**config.mk**
```make
export PLATFORM = sky130hd
export DESIGN_NAME = pcs_pad_ctrl
export DESIGN_NICKNAME = d
export VERILOG_FILES = /design/src/pcs_pkg.sv /design/src/pcs_pad_ctrl.sv
export SDC_FILE = /design/constraint.sdc
export NUM_CORES = 1
export LEC_CHECK = 0
export BUFFER_PORTS_ARGS = -buffer_cell sky130_fd_sc_hd__buf_4
export CORE_MARGIN = 5
export CORE_UTILIZATION = 41
export CTS_CLUSTER_SIZE = 28
export DETAILED_ROUTE_END_ITERATION = 10
export PLACE_DENSITY = 0.86
export SLEW_MARGIN = 5
export SYNTH_ARGS = -nofsm -noshare
export SYNTH_HDL_FRONTEND = slang
export SYNTH_SLANG_ARGS = --single-unit
```
**constraint.sdc**
```tcl
create_clock -name clk -period 1.9 [get_ports clk]
set_clock_uncertainty 0.15 [all_clocks]
set_input_delay 0.095 -clock clk [delete_from_list [all_inputs] [get_ports clk]]
set_output_delay 0.095 -clock clk [all_outputs]
set_load 0.02 [all_outputs]
```
**src/pcs_pkg.sv**
```systemverilog
/*
  Constants, field layouts and carrier types for the pad pull-up and
  clock-out select block. Assumes a 32-bit AHB-Lite register bus and a
  single 20 MHz system clock.
*/
// Functional notes
// - Set group bit disables that group's pull-ups
// - Reserved bits read zero, ignore writes
// - Bit 14 fault A3, bit 7 A0-A2
// - Bit 13 CAN receive, bit 12 boot-mode
// - Bit 11 reset pin, bit 10 both interrupts
// - Bit 8 all four fault B inputs
// - Bit 5 bus strobes, bit 3 JTAG pins
// - Bits 4..0 pick clock-out source, default zero
// - Codes 7,8,16,17: osc, PLL, converters A/B
// - Tristate bit 5 floats the clock-out pin
// - Port enable first, then address/clock choice
// - Port B 7..4 default to address 23..20
// - Bit 9: address 23 or master oscillator
// - Bit 8: address 22 or secondary clock
// - Bit 7: address 21 or system clock
// - Bit 6: address 20 or prescaler reference
package pcs_pkg;

  // Register indices; byte address is four times the index
  localparam logic [7:0]  PULLUP_DISABLE_IDX   = 8'h08;
  localparam logic [7:0]  CLOCK_OUT_SELECT_IDX = 8'h0A;
  localparam logic [9:0]  PULLUP_DISABLE_ADDR   = {PULLUP_DISABLE_IDX, 2'b00};
  localparam logic [9:0]  CLOCK_OUT_SELECT_ADDR = {CLOCK_OUT_SELECT_IDX, 2'b00};

  // Implemented bits and values after reset
  localparam logic [15:0] PULLUP_DISABLE_MASK    = 16'h7FA8;
  localparam logic [15:0] CLOCK_OUT_SELECT_MASK  = 16'h03FF;
  localparam logic [15:0] PULLUP_DISABLE_RESET   = 16'h0000;
  localparam logic [15:0] CLOCK_OUT_SELECT_RESET = 16'h0000;

  // Field positions
  localparam int FAULT_A_HIGH_BIT  = 14;
  localparam int CAN_RX_BIT        = 13;
  localparam int BOOT_MODE_BIT     = 12;
  localparam int RESET_PIN_BIT     = 11;
  localparam int INTERRUPT_BIT     = 10;
  localparam int BOOT_SELECT_BIT   = 9;
  localparam int FAULT_B_BIT       = 8;
  localparam int FAULT_A_LOW_BIT   = 7;
  localparam int STROBE_BIT        = 5;
  localparam int JTAG_BIT          = 3;
  localparam int ALT_LSB           = 6;
  localparam int ALT_MSB           = 9;
  localparam int TRISTATE_BIT      = 5;
  localparam int SOURCE_MSB        = 4;

  // Clock-out source codes
  localparam logic [4:0] SRC_SYSTEM      = 5'h00;
  localparam logic [4:0] SRC_OSCILLATOR  = 5'h07;
  localparam logic [4:0] SRC_PLL         = 5'h08;
  localparam logic [4:0] SRC_CONVERTER_A = 5'h10;
  localparam logic [4:0] SRC_CONVERTER_B = 5'h11;

  // AHB transfer types
  localparam logic [1:0] HTRANS_IDLE   = 2'h0;
  localparam logic [1:0] HTRANS_NONSEQ = 2'h2;

  typedef struct packed {
    logic faultAHighPullupDisable;
    logic canRxPullupDisable;
    logic extBusBootModePullupDisable;
    logic resetPinPullupDisable;
    logic interruptPinsPullupDisable;
    logic bootSelectPullupDisable;
    logic faultBGroupPullupDisable;
    logic faultALowPullupDisable;
    logic strobePullupDisable;
    logic jtagPullupDisable;
  } pcs_pullup_t;

  typedef struct packed {
    logic masterOscillatorClock;
    logic secondarySystemClock;
    logic systemClock;
    logic prescalerReferenceClock;
    logic oscillatorOutput;
    logic pllOutputClock;
    logic converterAClock;
    logic converterBClock;
  } pcs_clocks_t;

endpackage : pcs_pkg

```
**src/pcs_pad_ctrl.sv**
```systemverilog
/*
  Pad pull-up disable and clock-out select registers as an AHB-Lite slave.
  Assumes a single master, word transfers only, and that pad cells and the
  GPIO port B enables live outside this block.
*/
`timescale 1ns/1ps
module pcs_pad_ctrl
  import pcs_pkg::*;
(
  // Clock and reset
  input  wire logic        clk,
  input  wire logic        reset,
  // AHB-Lite slave
  input  wire logic        hsel,
  input  wire logic [31:0] haddr,
  input  wire logic [1:0]  htrans,
  input  wire logic        hwrite,
  input  wire logic [2:0]  hsize,
  input  wire logic [31:0] hwdata,
  input  wire logic        hready,
  output logic             hreadyout,
  output logic [31:0]      hrdata,
  output logic             hresp,
  // Pull-up controls toward the pads
  output pcs_pullup_t      pullups,
  // Clock sources and clock-out pin
  input  wire pcs_clocks_t clocks,
  input  wire logic [15:0] factoryTestClocks,
  output logic             clockOutPin,
  output logic             clockOutPinOe,
  // Port B upper nibble
  input  wire logic [3:0]  portBPeripheralEnable,
  input  wire logic [3:0]  extAddrHigh,
  output logic [3:0]       portBPeripheralOut
);

  // Address phase capture
  logic        dataPhaseWrite_q;
  logic        dataPhaseWrite_d;
  logic [9:0]  dataPhaseAddr_q;
  logic [9:0]  dataPhaseAddr_d;
  logic [31:0] hrdata_q;
  logic [31:0] hrdata_d;

  // Registers
  logic [15:0] pullupDisable_q;
  logic [15:0] pullupDisable_d;
  logic [15:0] clockOutSelect_q;
  logic [15:0] clockOutSelect_d;

  // Decode
  wire         addrPhase;
  wire         addrPhaseRead;
  wire         writePullup;
  wire         writeClockOut;
  wire         readPullup;
  wire         readClockOut;
  wire [9:0]   reqAddr;
  wire [31:0]  sourceVector;
  wire [4:0]   sourceSelect;
  wire         clockTristate;
  wire [3:0]   altSelect;
  wire [3:0]   altClocks;
  wire [3:0]   portBMux;

  assign reqAddr       = haddr[9:0];
  assign addrPhase     = hsel & hready & (htrans == HTRANS_NONSEQ);
  assign addrPhaseRead = addrPhase & ~hwrite;
  // Full word only; sizes other than word are ignored as writes
  assign dataPhaseWrite_d = addrPhase & hwrite & (hsize == 3'h2);
  assign dataPhaseAddr_d  = addrPhase ? reqAddr : dataPhaseAddr_q;

  assign writePullup   = dataPhaseWrite_q & (dataPhaseAddr_q == PULLUP_DISABLE_ADDR);
  assign writeClockOut = dataPhaseWrite_q & (dataPhaseAddr_q == CLOCK_OUT_SELECT_ADDR);
  assign readPullup    = addrPhaseRead & (reqAddr == PULLUP_DISABLE_ADDR);
  assign readClockOut  = addrPhaseRead & (reqAddr == CLOCK_OUT_SELECT_ADDR);

  // Reserved bits never store anything
  assign pullupDisable_d  = writePullup ?
                            (hwdata[15:0] & PULLUP_DISABLE_MASK) :
                            pullupDisable_q;
  assign clockOutSelect_d = writeClockOut ?
                            (hwdata[15:0] & CLOCK_OUT_SELECT_MASK) :
                            clockOutSelect_q;

  // Read data uses next values so a read right after a write sees it
  assign hrdata_d = readPullup   ? {16'h0000, pullupDisable_d}  :
                    readClockOut ? {16'h0000, clockOutSelect_d} :
                    addrPhaseRead ? 32'h0000_0000 : hrdata_q;

  always_ff @(posedge clk or posedge reset) begin
    if (reset) begin
      dataPhaseWrite_q <= 1'b0;
      dataPhaseAddr_q  <= 10'h000;
      hrdata_q         <= 32'h0000_0000;
    end else begin
      dataPhaseWrite_q <= dataPhaseWrite_d;
      dataPhaseAddr_q  <= dataPhaseAddr_d;
      hrdata_q         <= hrdata_d;
    end
  end

  always_ff @(posedge clk or posedge reset) begin
    if (reset) begin
      pullupDisable_q  <= PULLUP_DISABLE_RESET;
      clockOutSelect_q <= CLOCK_OUT_SELECT_RESET;
    end else begin
      pullupDisable_q  <= pullupDisable_d;
      clockOutSelect_q <= clockOutSelect_d;
    end
  end

  // Zero-wait slave, always OKAY
  assign hreadyout = 1'b1;
  assign hresp     = 1'b0;
  assign hrdata    = hrdata_q;

  // Pull-up groups: a 1 turns the group's pull-ups off
  assign pullups.faultAHighPullupDisable     = pullupDisable_q[FAULT_A_HIGH_BIT];
  assign pullups.faultALowPullupDisable      = pullupDisable_q[FAULT_A_LOW_BIT];
  assign pullups.canRxPullupDisable          = pullupDisable_q[CAN_RX_BIT];
  assign pullups.extBusBootModePullupDisable = pullupDisable_q[BOOT_MODE_BIT];
  assign pullups.resetPinPullupDisable       = pullupDisable_q[RESET_PIN_BIT];
  assign pullups.interruptPinsPullupDisable  = pullupDisable_q[INTERRUPT_BIT];
  // Boot select pin is grounded in the package; software should set this
  assign pullups.bootSelectPullupDisable     = pullupDisable_q[BOOT_SELECT_BIT];
  assign pullups.faultBGroupPullupDisable    = pullupDisable_q[FAULT_B_BIT];
  assign pullups.strobePullupDisable         = pullupDisable_q[STROBE_BIT];
  assign pullups.jtagPullupDisable           = pullupDisable_q[JTAG_BIT];

  // Clock-out mux; test codes pass factory clocks, unused codes give 0
  assign sourceVector[0]     = clocks.systemClock;
  assign sourceVector[6:1]   = factoryTestClocks[6:1];
  assign sourceVector[7]     = clocks.oscillatorOutput;
  assign sourceVector[8]     = clocks.pllOutputClock;
  assign sourceVector[15:9]  = factoryTestClocks[15:9];
  assign sourceVector[16]    = clocks.converterAClock;
  assign sourceVector[17]    = clocks.converterBClock;
  assign sourceVector[31:18] = 14'h0000;

  assign sourceSelect  = clockOutSelect_q[SOURCE_MSB:0];
  assign clockTristate = clockOutSelect_q[TRISTATE_BIT];
  // Clocks are routed, not retimed: a flop here would halve the rate
  assign clockOutPin   = sourceVector[sourceSelect];
  assign clockOutPinOe = ~clockTristate;

  // Port B 7..4: enable gates, then address or clock per bit
  assign altSelect = clockOutSelect_q[ALT_MSB:ALT_LSB];
  assign altClocks = {clocks.masterOscillatorClock,
                      clocks.secondarySystemClock,
                      clocks.systemClock,
                      clocks.prescalerReferenceClock};
  assign portBMux  = (altSelect & altClocks) | (~altSelect & extAddrHigh);
  assign portBPeripheralOut = portBPeripheralEnable & portBMux;
endmodule : pcs_pad_ctrl

```
==> results of run 1 <==
## critical path, delay by kind of cell, from the launching register on
kind,cells,cell delay [ns]
multiplexers,2,0.75
flip-flops,1,0.47
AO/OA/AOI/OAI,2,0.29
buffers and inverters,1,0.13
## cells in the mapped netlist
library cell / n
sky130_fd_sc_hd__a2111oi_0: 1
sky130_fd_sc_hd__a21o_1: 1
sky130_fd_sc_hd__a41oi_1: 16
sky130_fd_sc_hd__and4_1: 6
sky130_fd_sc_hd__buf_2: 3
sky130_fd_sc_hd__buf_4: 29
sky130_fd_sc_hd__clkbuf_1: 14
sky130_fd_sc_hd__conb_1: 2
sky130_fd_sc_hd__dfrtp_1: 59
sky130_fd_sc_hd__inv_1: 36
sky130_fd_sc_hd__mux2_2: 9
sky130_fd_sc_hd__mux2i_1: 21
sky130_fd_sc_hd__mux4_2: 4
sky130_fd_sc_hd__nand2_1: 18
sky130_fd_sc_hd__nand2b_1: 1
sky130_fd_sc_hd__nand3_2: 1
sky130_fd_sc_hd__nand3_4: 1
sky130_fd_sc_hd__nand4_1: 13
sky130_fd_sc_hd__nand4b_1: 1
sky130_fd_sc_hd__nand4bb_1: 1
sky130_fd_sc_hd__nor2_1: 2
sky130_fd_sc_hd__nor2b_1: 9
sky130_fd_sc_hd__nor3_1: 1
sky130_fd_sc_hd__nor3_4: 1
sky130_fd_sc_hd__nor3b_1: 1
sky130_fd_sc_hd__nor4_1: 1
sky130_fd_sc_hd__nor4_4: 1
sky130_fd_sc_hd__nor4b_2: 2
sky130_fd_sc_hd__o2111ai_1: 5
sky130_fd_sc_hd__o211ai_1: 16
sky130_fd_sc_hd__o21ai_0: 1
sky130_fd_sc_hd__or2_1: 5
sky130_fd_sc_hd__or2_2: 1
sky130_fd_sc_hd__or4_4: 1
## area by class of cell
type,instances,area [sq um],share of cell area [%]
Sequential cell,59,1480,32.2
Multi-Input combinational cell,159,1430,31.1
Timing Repair Buffer,151,1230,26.9
Clock buffer,11,141,3.08
Inverter,36,135,2.94
Tap cell,99,124,2.70
Clock inverter,5,52.6,1.14
## worst min-delay path by stage
| stage | start | to |
|---|---|---|
| after floorplan | hwdata[0] | clockOutSelect_q[0]$_DFF_PP0_ |
| after global placement | reset | dataPhaseAddr_q[6]$_DFFE_PP0N_ |
| after detailed placement | reset | dataPhaseAddr_q[6]$_DFFE_PP0N_ |
| after CTS | hwrite | hrdata[15]$_DFFE_PP0P_ |
| after global routing | hwrite | hrdata[12]$_DFFE_PP0P_ |
| final | hwrite | hrdata[15]$_DFFE_PP0P_ |
## layer usage
| metal | part of all wire [%] | wire length [um] |
|---|---|---|
| met5 | 0 | 0 |
| met4 | 3.0 | 291 |
| met1 | 36 | 3460 |
| met3 | 7.4 | 708 |
| met2 | 53 | 5110 |
## power by group through the flow
stage | combinational (mW) | clock, mW | sequential (mW)
final | 0.558 | 1.14 | 1.39
after detailed placement | 0.450 | 0 | 1.40
after global routing | 0.591 | 1.22 | 1.39
after floorplan | 0.278 | 0 | 1.37
after CTS | 0.509 | 1.13 | 1.38
after global placement | 0.435 | 0 | 1.39
## kinds of logic after synthesis
| kind of cell | after synthesis |
|---|---|
| buffers and inverters | 82 |
| muxes | 34 |
| AOI/OAI and AO/OA | 40 |
| DFF | 59 |
| other | 2 |
| and+or+nand+nor | 67 |
## metrics by stage
step | utilization (%) | cells | hold WS (ns) | total power [mW]
2_1_floorplan | - | 300 | 0.0827 | 1.65
3_3_place_gp | 53.0 | 466 | -0.0406 | 1.83
3_5_place_dp | 53.0 | 466 | -0.0278 | 1.85
4_1_cts | 60.5 | 514 | 0.139 | 3.01
5_1_grt | 63.0 | 520 | 0.169 | 3.20
6_report | 63.0 | 520 | 0.158 | 3.08
## timing repair
item | CTS | global route
setup buffers | 4 | 6
hold buffers | 28 | 0
endpoints found under the setup margin | 5 | 31
gates resized for setup | 11 | 27
cloned | 0 | 1
pin swaps | 3 | 8
hold endpoints to repair | 100 | 0
## sequential cells by signal, indices dropped and copies added (netlist names)
| register | cells |
|---|---|
| dataPhaseAddr_q | 10 |
| hrdata | 16 |
| dataPhaseWrite_q | 1 |
| pullupDisable_q | 16 |
| clockOutSelect_q | 16 |
==> out/metrics.sh, run 1 <==
FINALSETUPTNS_NS=-1.34
CRITICAL_PATH.STARTPOINT_TYPE='register'
CLOCK_TREE.ROOT_CELL='sky130_fd_sc_hd__clkbuf_8'
YOSYS.CELL_TYPES.COUNT=34
CRITPATHMAXFANOUT=6
P_PER_AREA_nW_PER_UM2=671
FP.DIEH_UM=96.8
FP.DIEAREA_SQ_UM=9360
REPORT.FINAL.SETUP_VIOL=20
RR_ENDPOINT='hrdata[3]$_DFFE_PP0P_'
POST_SYNTH_MAIN_AREA_CONTRIBUTORS='sky130_fd_sc_hd__dfrtp_1 (48%), sky130_fd_sc_hd__buf_4 (7.1%), sky130_fd_sc_hd__mux2i_1 (6.8%), sky130_fd_sc_hd__a41oi_1 (4.5%), sky130_fd_sc_hd__inv_1 (4.4%)'
AVERAGE_FOOTPRINT_OF_A_SYNTHESIZED_CELL_SQ_UM=10.9
CORE_REGION_AREA_SQ_UM=7290
HTREEDEPTH=3
PLACED_AREA_SQ_UM=3860
DETAIL_ROUTE.DRC_VIOLATIONS=0
FINALWIRELENGTH_UM=9570
FINAL_HOLD_VIOS=0
FILL_COUNT=511
DP_SLACK_NS=-0.0396
OUTCOME='finished, violations left'
POWER.LEAKAGE_nW=2.21
TIMING.REG2REG.SETUP_SLACK_NS=-0.14
FIRST_GLOBAL_VIAS=2897
CLOCK_TREE.BUFFER_DEPTH=2
R2R_START='dataPhaseAddr_q[2]$_DFFE_PP0N_'
CRIT_END='clockOutPin'
PLACE.DETAILED.HPWL_UM=5810
CRITICALPATHCATEGORY='reg2out'
SWITCHING_POWER_mW=0.853
MAXCAPVIOLATIONS=0
DR_ITER_0_VIOLS=226
RR_WORST_DEPTH=6
LAYOUT_SETUP_WS_NS=-0.319
HOLD_PATH.CLASS='in2reg'
LAYOUT.CELL_AREA.NON_FILLER_SQ_UM=4590
FIN_CRIT_NS=2.22
GLOBALROUTEMET1UTIL_PCT=21.0
DETAIL_ROUTE.VIAS_PER_CELL=5.33
SYNTHSIMPLEGATEAREAFRAC_PCT=14.7
SYNTH_TOP_AREA_CELL='sky130_fd_sc_hd__dfrtp_1'
DR_TOTAL_VIAS=2774
SYNTH.YOSYS.SEQ_AREA_SHARE_PCT=47.9
MET2_USAGE_PCT=33.2
ANTENNA_FOUND_INITIAL=0
NETSWITCHINGFRACTION_PCT=27.7
NUMCLOCKSINKS=59
CLOCK_POWER_SHARE_PCT=36.8
START_UTIL_PCT=42.3
SYN-INSTANCE-COUNT=284
GRT_FIRST_PASS_WIRELENGTH_UM=14200
MAIN_COMBINATIONAL_CELL_FAMILY_BY_AREA_AFTER_SYNTHESIS='simple AND/OR/NAND/NOR gates'
COMBINATIONALPOWERSHARE_PCT=18.1
GR-USAGE-MET3_PCT=5.83
MOSTFREQUENTLAYOUTCELL='sky130_fd_sc_hd__buf_4'
GRT_SETUP_UNREPAIRED='true'
WORST-ENDPOINT-ARRIVAL_NS=1.97
CRIT_PATH_MAX_INCR_DELAY_NS=0.55
YOSYSWARNINGCOUNT=0
SEQ_POWER_SHARE_PCT=45.0
NETLIST_AREA_BEFORE_PLACEMENT_SQ_UM=3090
CLOCK_LATENCY_ON_THE_WORST_SKEW_PAIR_NS=0.34
ROUTABILITYCONGESTION=0.802
DETAIL_ROUTE.WL_PER_CELL_UM=18.4
FINISH.NET_COUNT=522
INSERTEDDIODECOUNT=0
DIE_WIDTH_UM=96.8
INSERTED_CLOCK_BUFFERS=9
GLOBAL_ROUTE.PEAK_USAGE_LAYER='met2'
GRT.OVERFLOW.TOTAL=0
IOPINCOUNT=156
NUM_ROWS=31
PATH_CELLS='mux4_2 > mux2i_2 > a2111oi_2 > a21o_1 > buf_6'
LAYOUT_COMMON_CELLS='sky130_fd_sc_hd__buf_4 (117), sky130_fd_sc_hd__dfrtp_1 (58), sky130_fd_sc_hd__inv_1 (34)'
POWER.IR.VDD_WORST_uV=395
YOSYS.AREA.TOP_TYPE_SHARE_PCT=47.9
SYNTH_COMPOUND_AREA_SHARE_PCT=10.5
DEPTH_OF_THE_WORST_HOLD_TIMING_PATH=5
FAILED_CHECKS='setup timing'
SYNTHADDERAREAFRAC_PCT=0
SYNTH.AREA.MUX_SHARE_PCT=13.0
IO_BUFFER_COUNT=95
CRITPATHSLOWESTCELL='sky130_fd_sc_hd__mux4_2'
CP-STARTPOINT='clockOutSelect_q[0]$_DFF_PP0_'
CRITPATHREQUIREDTIME_NS=1.65
LAYOUT-AREA-OVERHEAD-VS-SYNTH_PCT=48.9
CELL_INTERNAL_PWR_mW=2.23
FINAL_MIN_PERIOD_OVER_CLOCK_PERIOD_PCT=117
GRT_START_MAX_NET_PINS=42
FINAL_MAX_SLEW_VIOL_COUNT=0
GROUTE.USAGE.OVERALL_PCT=18.8
CTS.REPORTEDPATHS.CLKPINSLEW_NS=0.06
MAXCLOCKFREQUENCY_MHz=451
FIRST_PASS_ITERS=4
SYNTH_XOR_AREA_SHARE_PCT=0
DRTANTENNAVIOLNETS=0
SYNTH.FF_LATCH_COUNT=59
LAYOUT-DRIVE-GT1-SHARE_PCT=42.8
CLOCK_TREE_FROM_TRITONCTS='done'
ENDPOINT_KIND='primary output'
Power figures use the tool's default switching activity.
==> run 2: changes to the inputs <==
MAX_ROUTING_LAYER = met4   (was default)
==> run 2 against run 1 <==
Against the previous run: the run still ends with setup timing left; final cell count increased by 0.19%; non-clock buffer count rose by 1; maximum frequency increased by 0.42%; cell area stayed put; via count about the same; sequential share of layout area did not move; largest power group unchanged; highest routed layer unchanged.
==> out/metrics.sh, run 2 (same netlist as run 1, synthesis figures left out) <==
FINAL_HOLD_VIOS=0  # unchanged
CRITICAL_PATH.STARTPOINT_TYPE='register'
CRITPATHREQUIREDTIME_NS=1.65  # about the same
TIMING.REG2REG.SETUP_SLACK_NS=-0.11  # +0.03 ns
GRT_FIRST_PASS_WIRELENGTH_UM=14200  # -0.19%
FILL_COUNT=504  # -1.4%
DR_TOTAL_VIAS=2773  # -0.036%
MULTI_INPUT_AREA_SQ_UM=1420  # -0.53%
FAILED_CHECKS='setup timing'
GRT_START_MAX_NET_PINS=42  # unchanged
DETAIL_ROUTE.WL_PER_CELL_UM=18.4  # about the same
MOSTFREQUENTLAYOUTCELL='sky130_fd_sc_hd__buf_4'
CLOCK_TREE.BUFFER_DEPTH=2  # unchanged
START_UTIL_PCT=42.3  # unchanged
FINALWIRELENGTH_UM=9590  # +0.22%
POWER.LEAKAGE_nW=2.21  # +0.27%
FINAL_MAX_SLEW_VIOL_COUNT=0  # unchanged
TIMING.HOLD.WORST.START='hwrite'
CLOCK_TREE.ROOT_CELL='sky130_fd_sc_hd__clkbuf_8'
CLOCK_TREE_FROM_TRITONCTS='done'
FIRST_GLOBAL_VIAS=2900  # +0.10%
INSERTEDDIODECOUNT=0  # unchanged
DP_SLACK_NS=-0.0396  # unchanged
IOPINCOUNT=156  # unchanged
DR_ITER_0_VIOLS=234  # +3.5%
NUMCLOCKSINKS=59  # unchanged
CORE_REGION_AREA_SQ_UM=7290  # unchanged
DIE_WIDTH_UM=96.8  # unchanged
INSERTED_CLOCK_BUFFERS=9  # unchanged
CRITICALPATHCATEGORY='reg2out'
FIN_CRIT_NS=2.21  # -0.00929 ns
FINAL_MIN_PERIOD_OVER_CLOCK_PERIOD_PCT=116  # -0.49 points
P_PER_AREA_nW_PER_UM2=670  # about the same
LAYOUT_SETUP_WS_NS=-0.309  # +0.00929 ns
ROUTABILITYCONGESTION=0.813  # +1.4%
R2R_START='dataPhaseAddr_q[2]$_DFFE_PP0N_'
IO_BUFFER_COUNT=95  # unchanged
GRT.OVERFLOW.TOTAL=0  # unchanged
WORST-ENDPOINT-ARRIVAL_NS=1.96  # about the same
NUM_ROWS=31  # unchanged
GROUTE.USAGE.OVERALL_PCT=19.3  # +0.54 points
MAXCLOCKFREQUENCY_MHz=453  # +0.42%
FP.DIEAREA_SQ_UM=9360  # unchanged
DEPTH_OF_THE_WORST_HOLD_TIMING_PATH=5  # unchanged
DETAIL_ROUTE.DRC_VIOLATIONS=0  # unchanged
REPORT.FINAL.SETUP_VIOL=22  # +10%
HTREEDEPTH=3  # unchanged
PLACE.DETAILED.HPWL_UM=5810  # unchanged
ENDPOINT_KIND='primary output'
FINISH.NET_COUNT=523  # +0.19%
CTS.REPORTEDPATHS.CLKPINSLEW_NS=0.06  # about the same
HOLD_PATH.CLASS='in2reg'
MIN_TO='hrdata[15]$_DFFE_PP0P_'
CP-STARTPOINT='clockOutSelect_q[0]$_DFF_PP0_'
DETAIL_ROUTE.VIAS_PER_CELL=5.32  # -0.23%
FF_LATCH_AREA_SQ_UM=1480  # unchanged
CLOCK_LATENCY_ON_THE_WORST_SKEW_PAIR_NS=0.34  # about the same
ANTENNA_FOUND_INITIAL=0  # unchanged
DRTANTENNAVIOLNETS=0  # unchanged
GRT_SETUP_UNREPAIRED='true'
CRITPATHMAXFANOUT=6  # unchanged
LAYOUT-DRIVE-GT1-SHARE_PCT=42.4  # -0.34 points
OUTCOME='finished, violations left'
DESIGN_POWER_TOTAL_mW=3.08  # about the same
POWER.IR.VDD_WORST_uV=356  # -9.9%
LAYOUT_COMMON_CELLS='sky130_fd_sc_hd__buf_4 (118), sky130_fd_sc_hd__dfrtp_1 (58), sky130_fd_sc_hd__inv_1 (35)'
RR_ENDPOINT='hrdata[0]$_DFFE_PP0P_'
RR_WORST_DEPTH=6  # unchanged
FINALSETUPTNS_NS=-1.63  # -0.284 ns
FP.DIEH_UM=96.8  # unchanged
FIRST_PASS_ITERS=4  # unchanged
MAXCAPVIOLATIONS=0  # unchanged
LAYOUT-AREA-OVERHEAD-VS-SYNTH_PCT=48.9  # unchanged
## run 2: cell count changes in the layout (fill, tap and decap cells not counted), sizes merged
cell | previous run | this run
buf | 123 | 124
## run 2: metal layers
metal | up-vias | share of wire [%] | GRT usage (%) | routed length [um]
met5 | - | 0 | - | 0
li1 | 1231 | - | - | -
met3 | 27 | 7.1 | 5.18 | 683
met2 | 134 | 53 | 33.2 | 5110
met1 | 1381 | 36 | 21.4 | 3470
met4 | 0 | 3.3 | 7.56 | 321
## run 2: critical path, cell delays in order, from the launching register on
cell                        delay (ns)
sky130_fd_sc_hd__dfrtp_2          0.47
sky130_fd_sc_hd__mux4_2           0.53
sky130_fd_sc_hd__mux2i_2          0.20
sky130_fd_sc_hd__a2111oi_2        0.11
sky130_fd_sc_hd__a21o_1           0.19
sky130_fd_sc_hd__buf_6            0.13
## run 2: how the worst max path moves through the flow
stage,end,slack [ns],depth (start not counted)
6_report,clockOutPin,-0.31,5
5_1_grt,clockOutPin,-0.39,5
4_1_cts,clockOutPin,-0.22,5
3_5_place_dp,hrdata[11]$_DFFE_PP0P_,-0.04,5
3_3_place_gp,hrdata[11]$_DFFE_PP0P_,0.008,5
2_1_floorplan,hrdata[11]$_DFFE_PP0P_,0.02,5
## run 2: timing repair
action / CTS / global route
gates cloned: 0 / 1
setup buffers: 4 / 7
endpoints found under the hold margin: 100 / 0
setup endpoints to repair: 5 / 31
gates resized for setup: 11 / 25
pin swaps: 3 / 7
hold buffers: 28 / 0
## run 2: layout make-up
| type | count | share of cell area, % |
|---|---|---|
| Clock buffer | 11 | 3.08 |
| Tap cell | 99 | 2.70 |
| Inverter | 36 | 2.94 |
| Sequential cell | 59 | 32.2 |
| Clock inverter | 5 | 1.14 |
| Multi-Input combinational cell | 159 | 30.9 |
| Timing Repair Buffer | 152 | 27.0 |
## run 2: stage by stage
stage | cell area [sq um] | hold slack, ns | utilization (%) | std cells
after floorplan | 3150 | 0.0827 | - | 300
after global placement | 3860 | -0.0406 | 53.0 | 466
after detailed placement | 3860 | -0.0278 | 53.0 | 466
after CTS | 4410 | 0.139 | 60.5 | 514
after global routing | 4590 | 0.168 | 63.0 | 521
final | 4590 | 0.152 | 63.0 | 521
## run 2: power by group
group	internal, mW	total (mW)	switching [mW]
logic	0.283	0.558	0.275
clock network	0.634	1.13	0.500
registers	1.31	1.39	0.0725
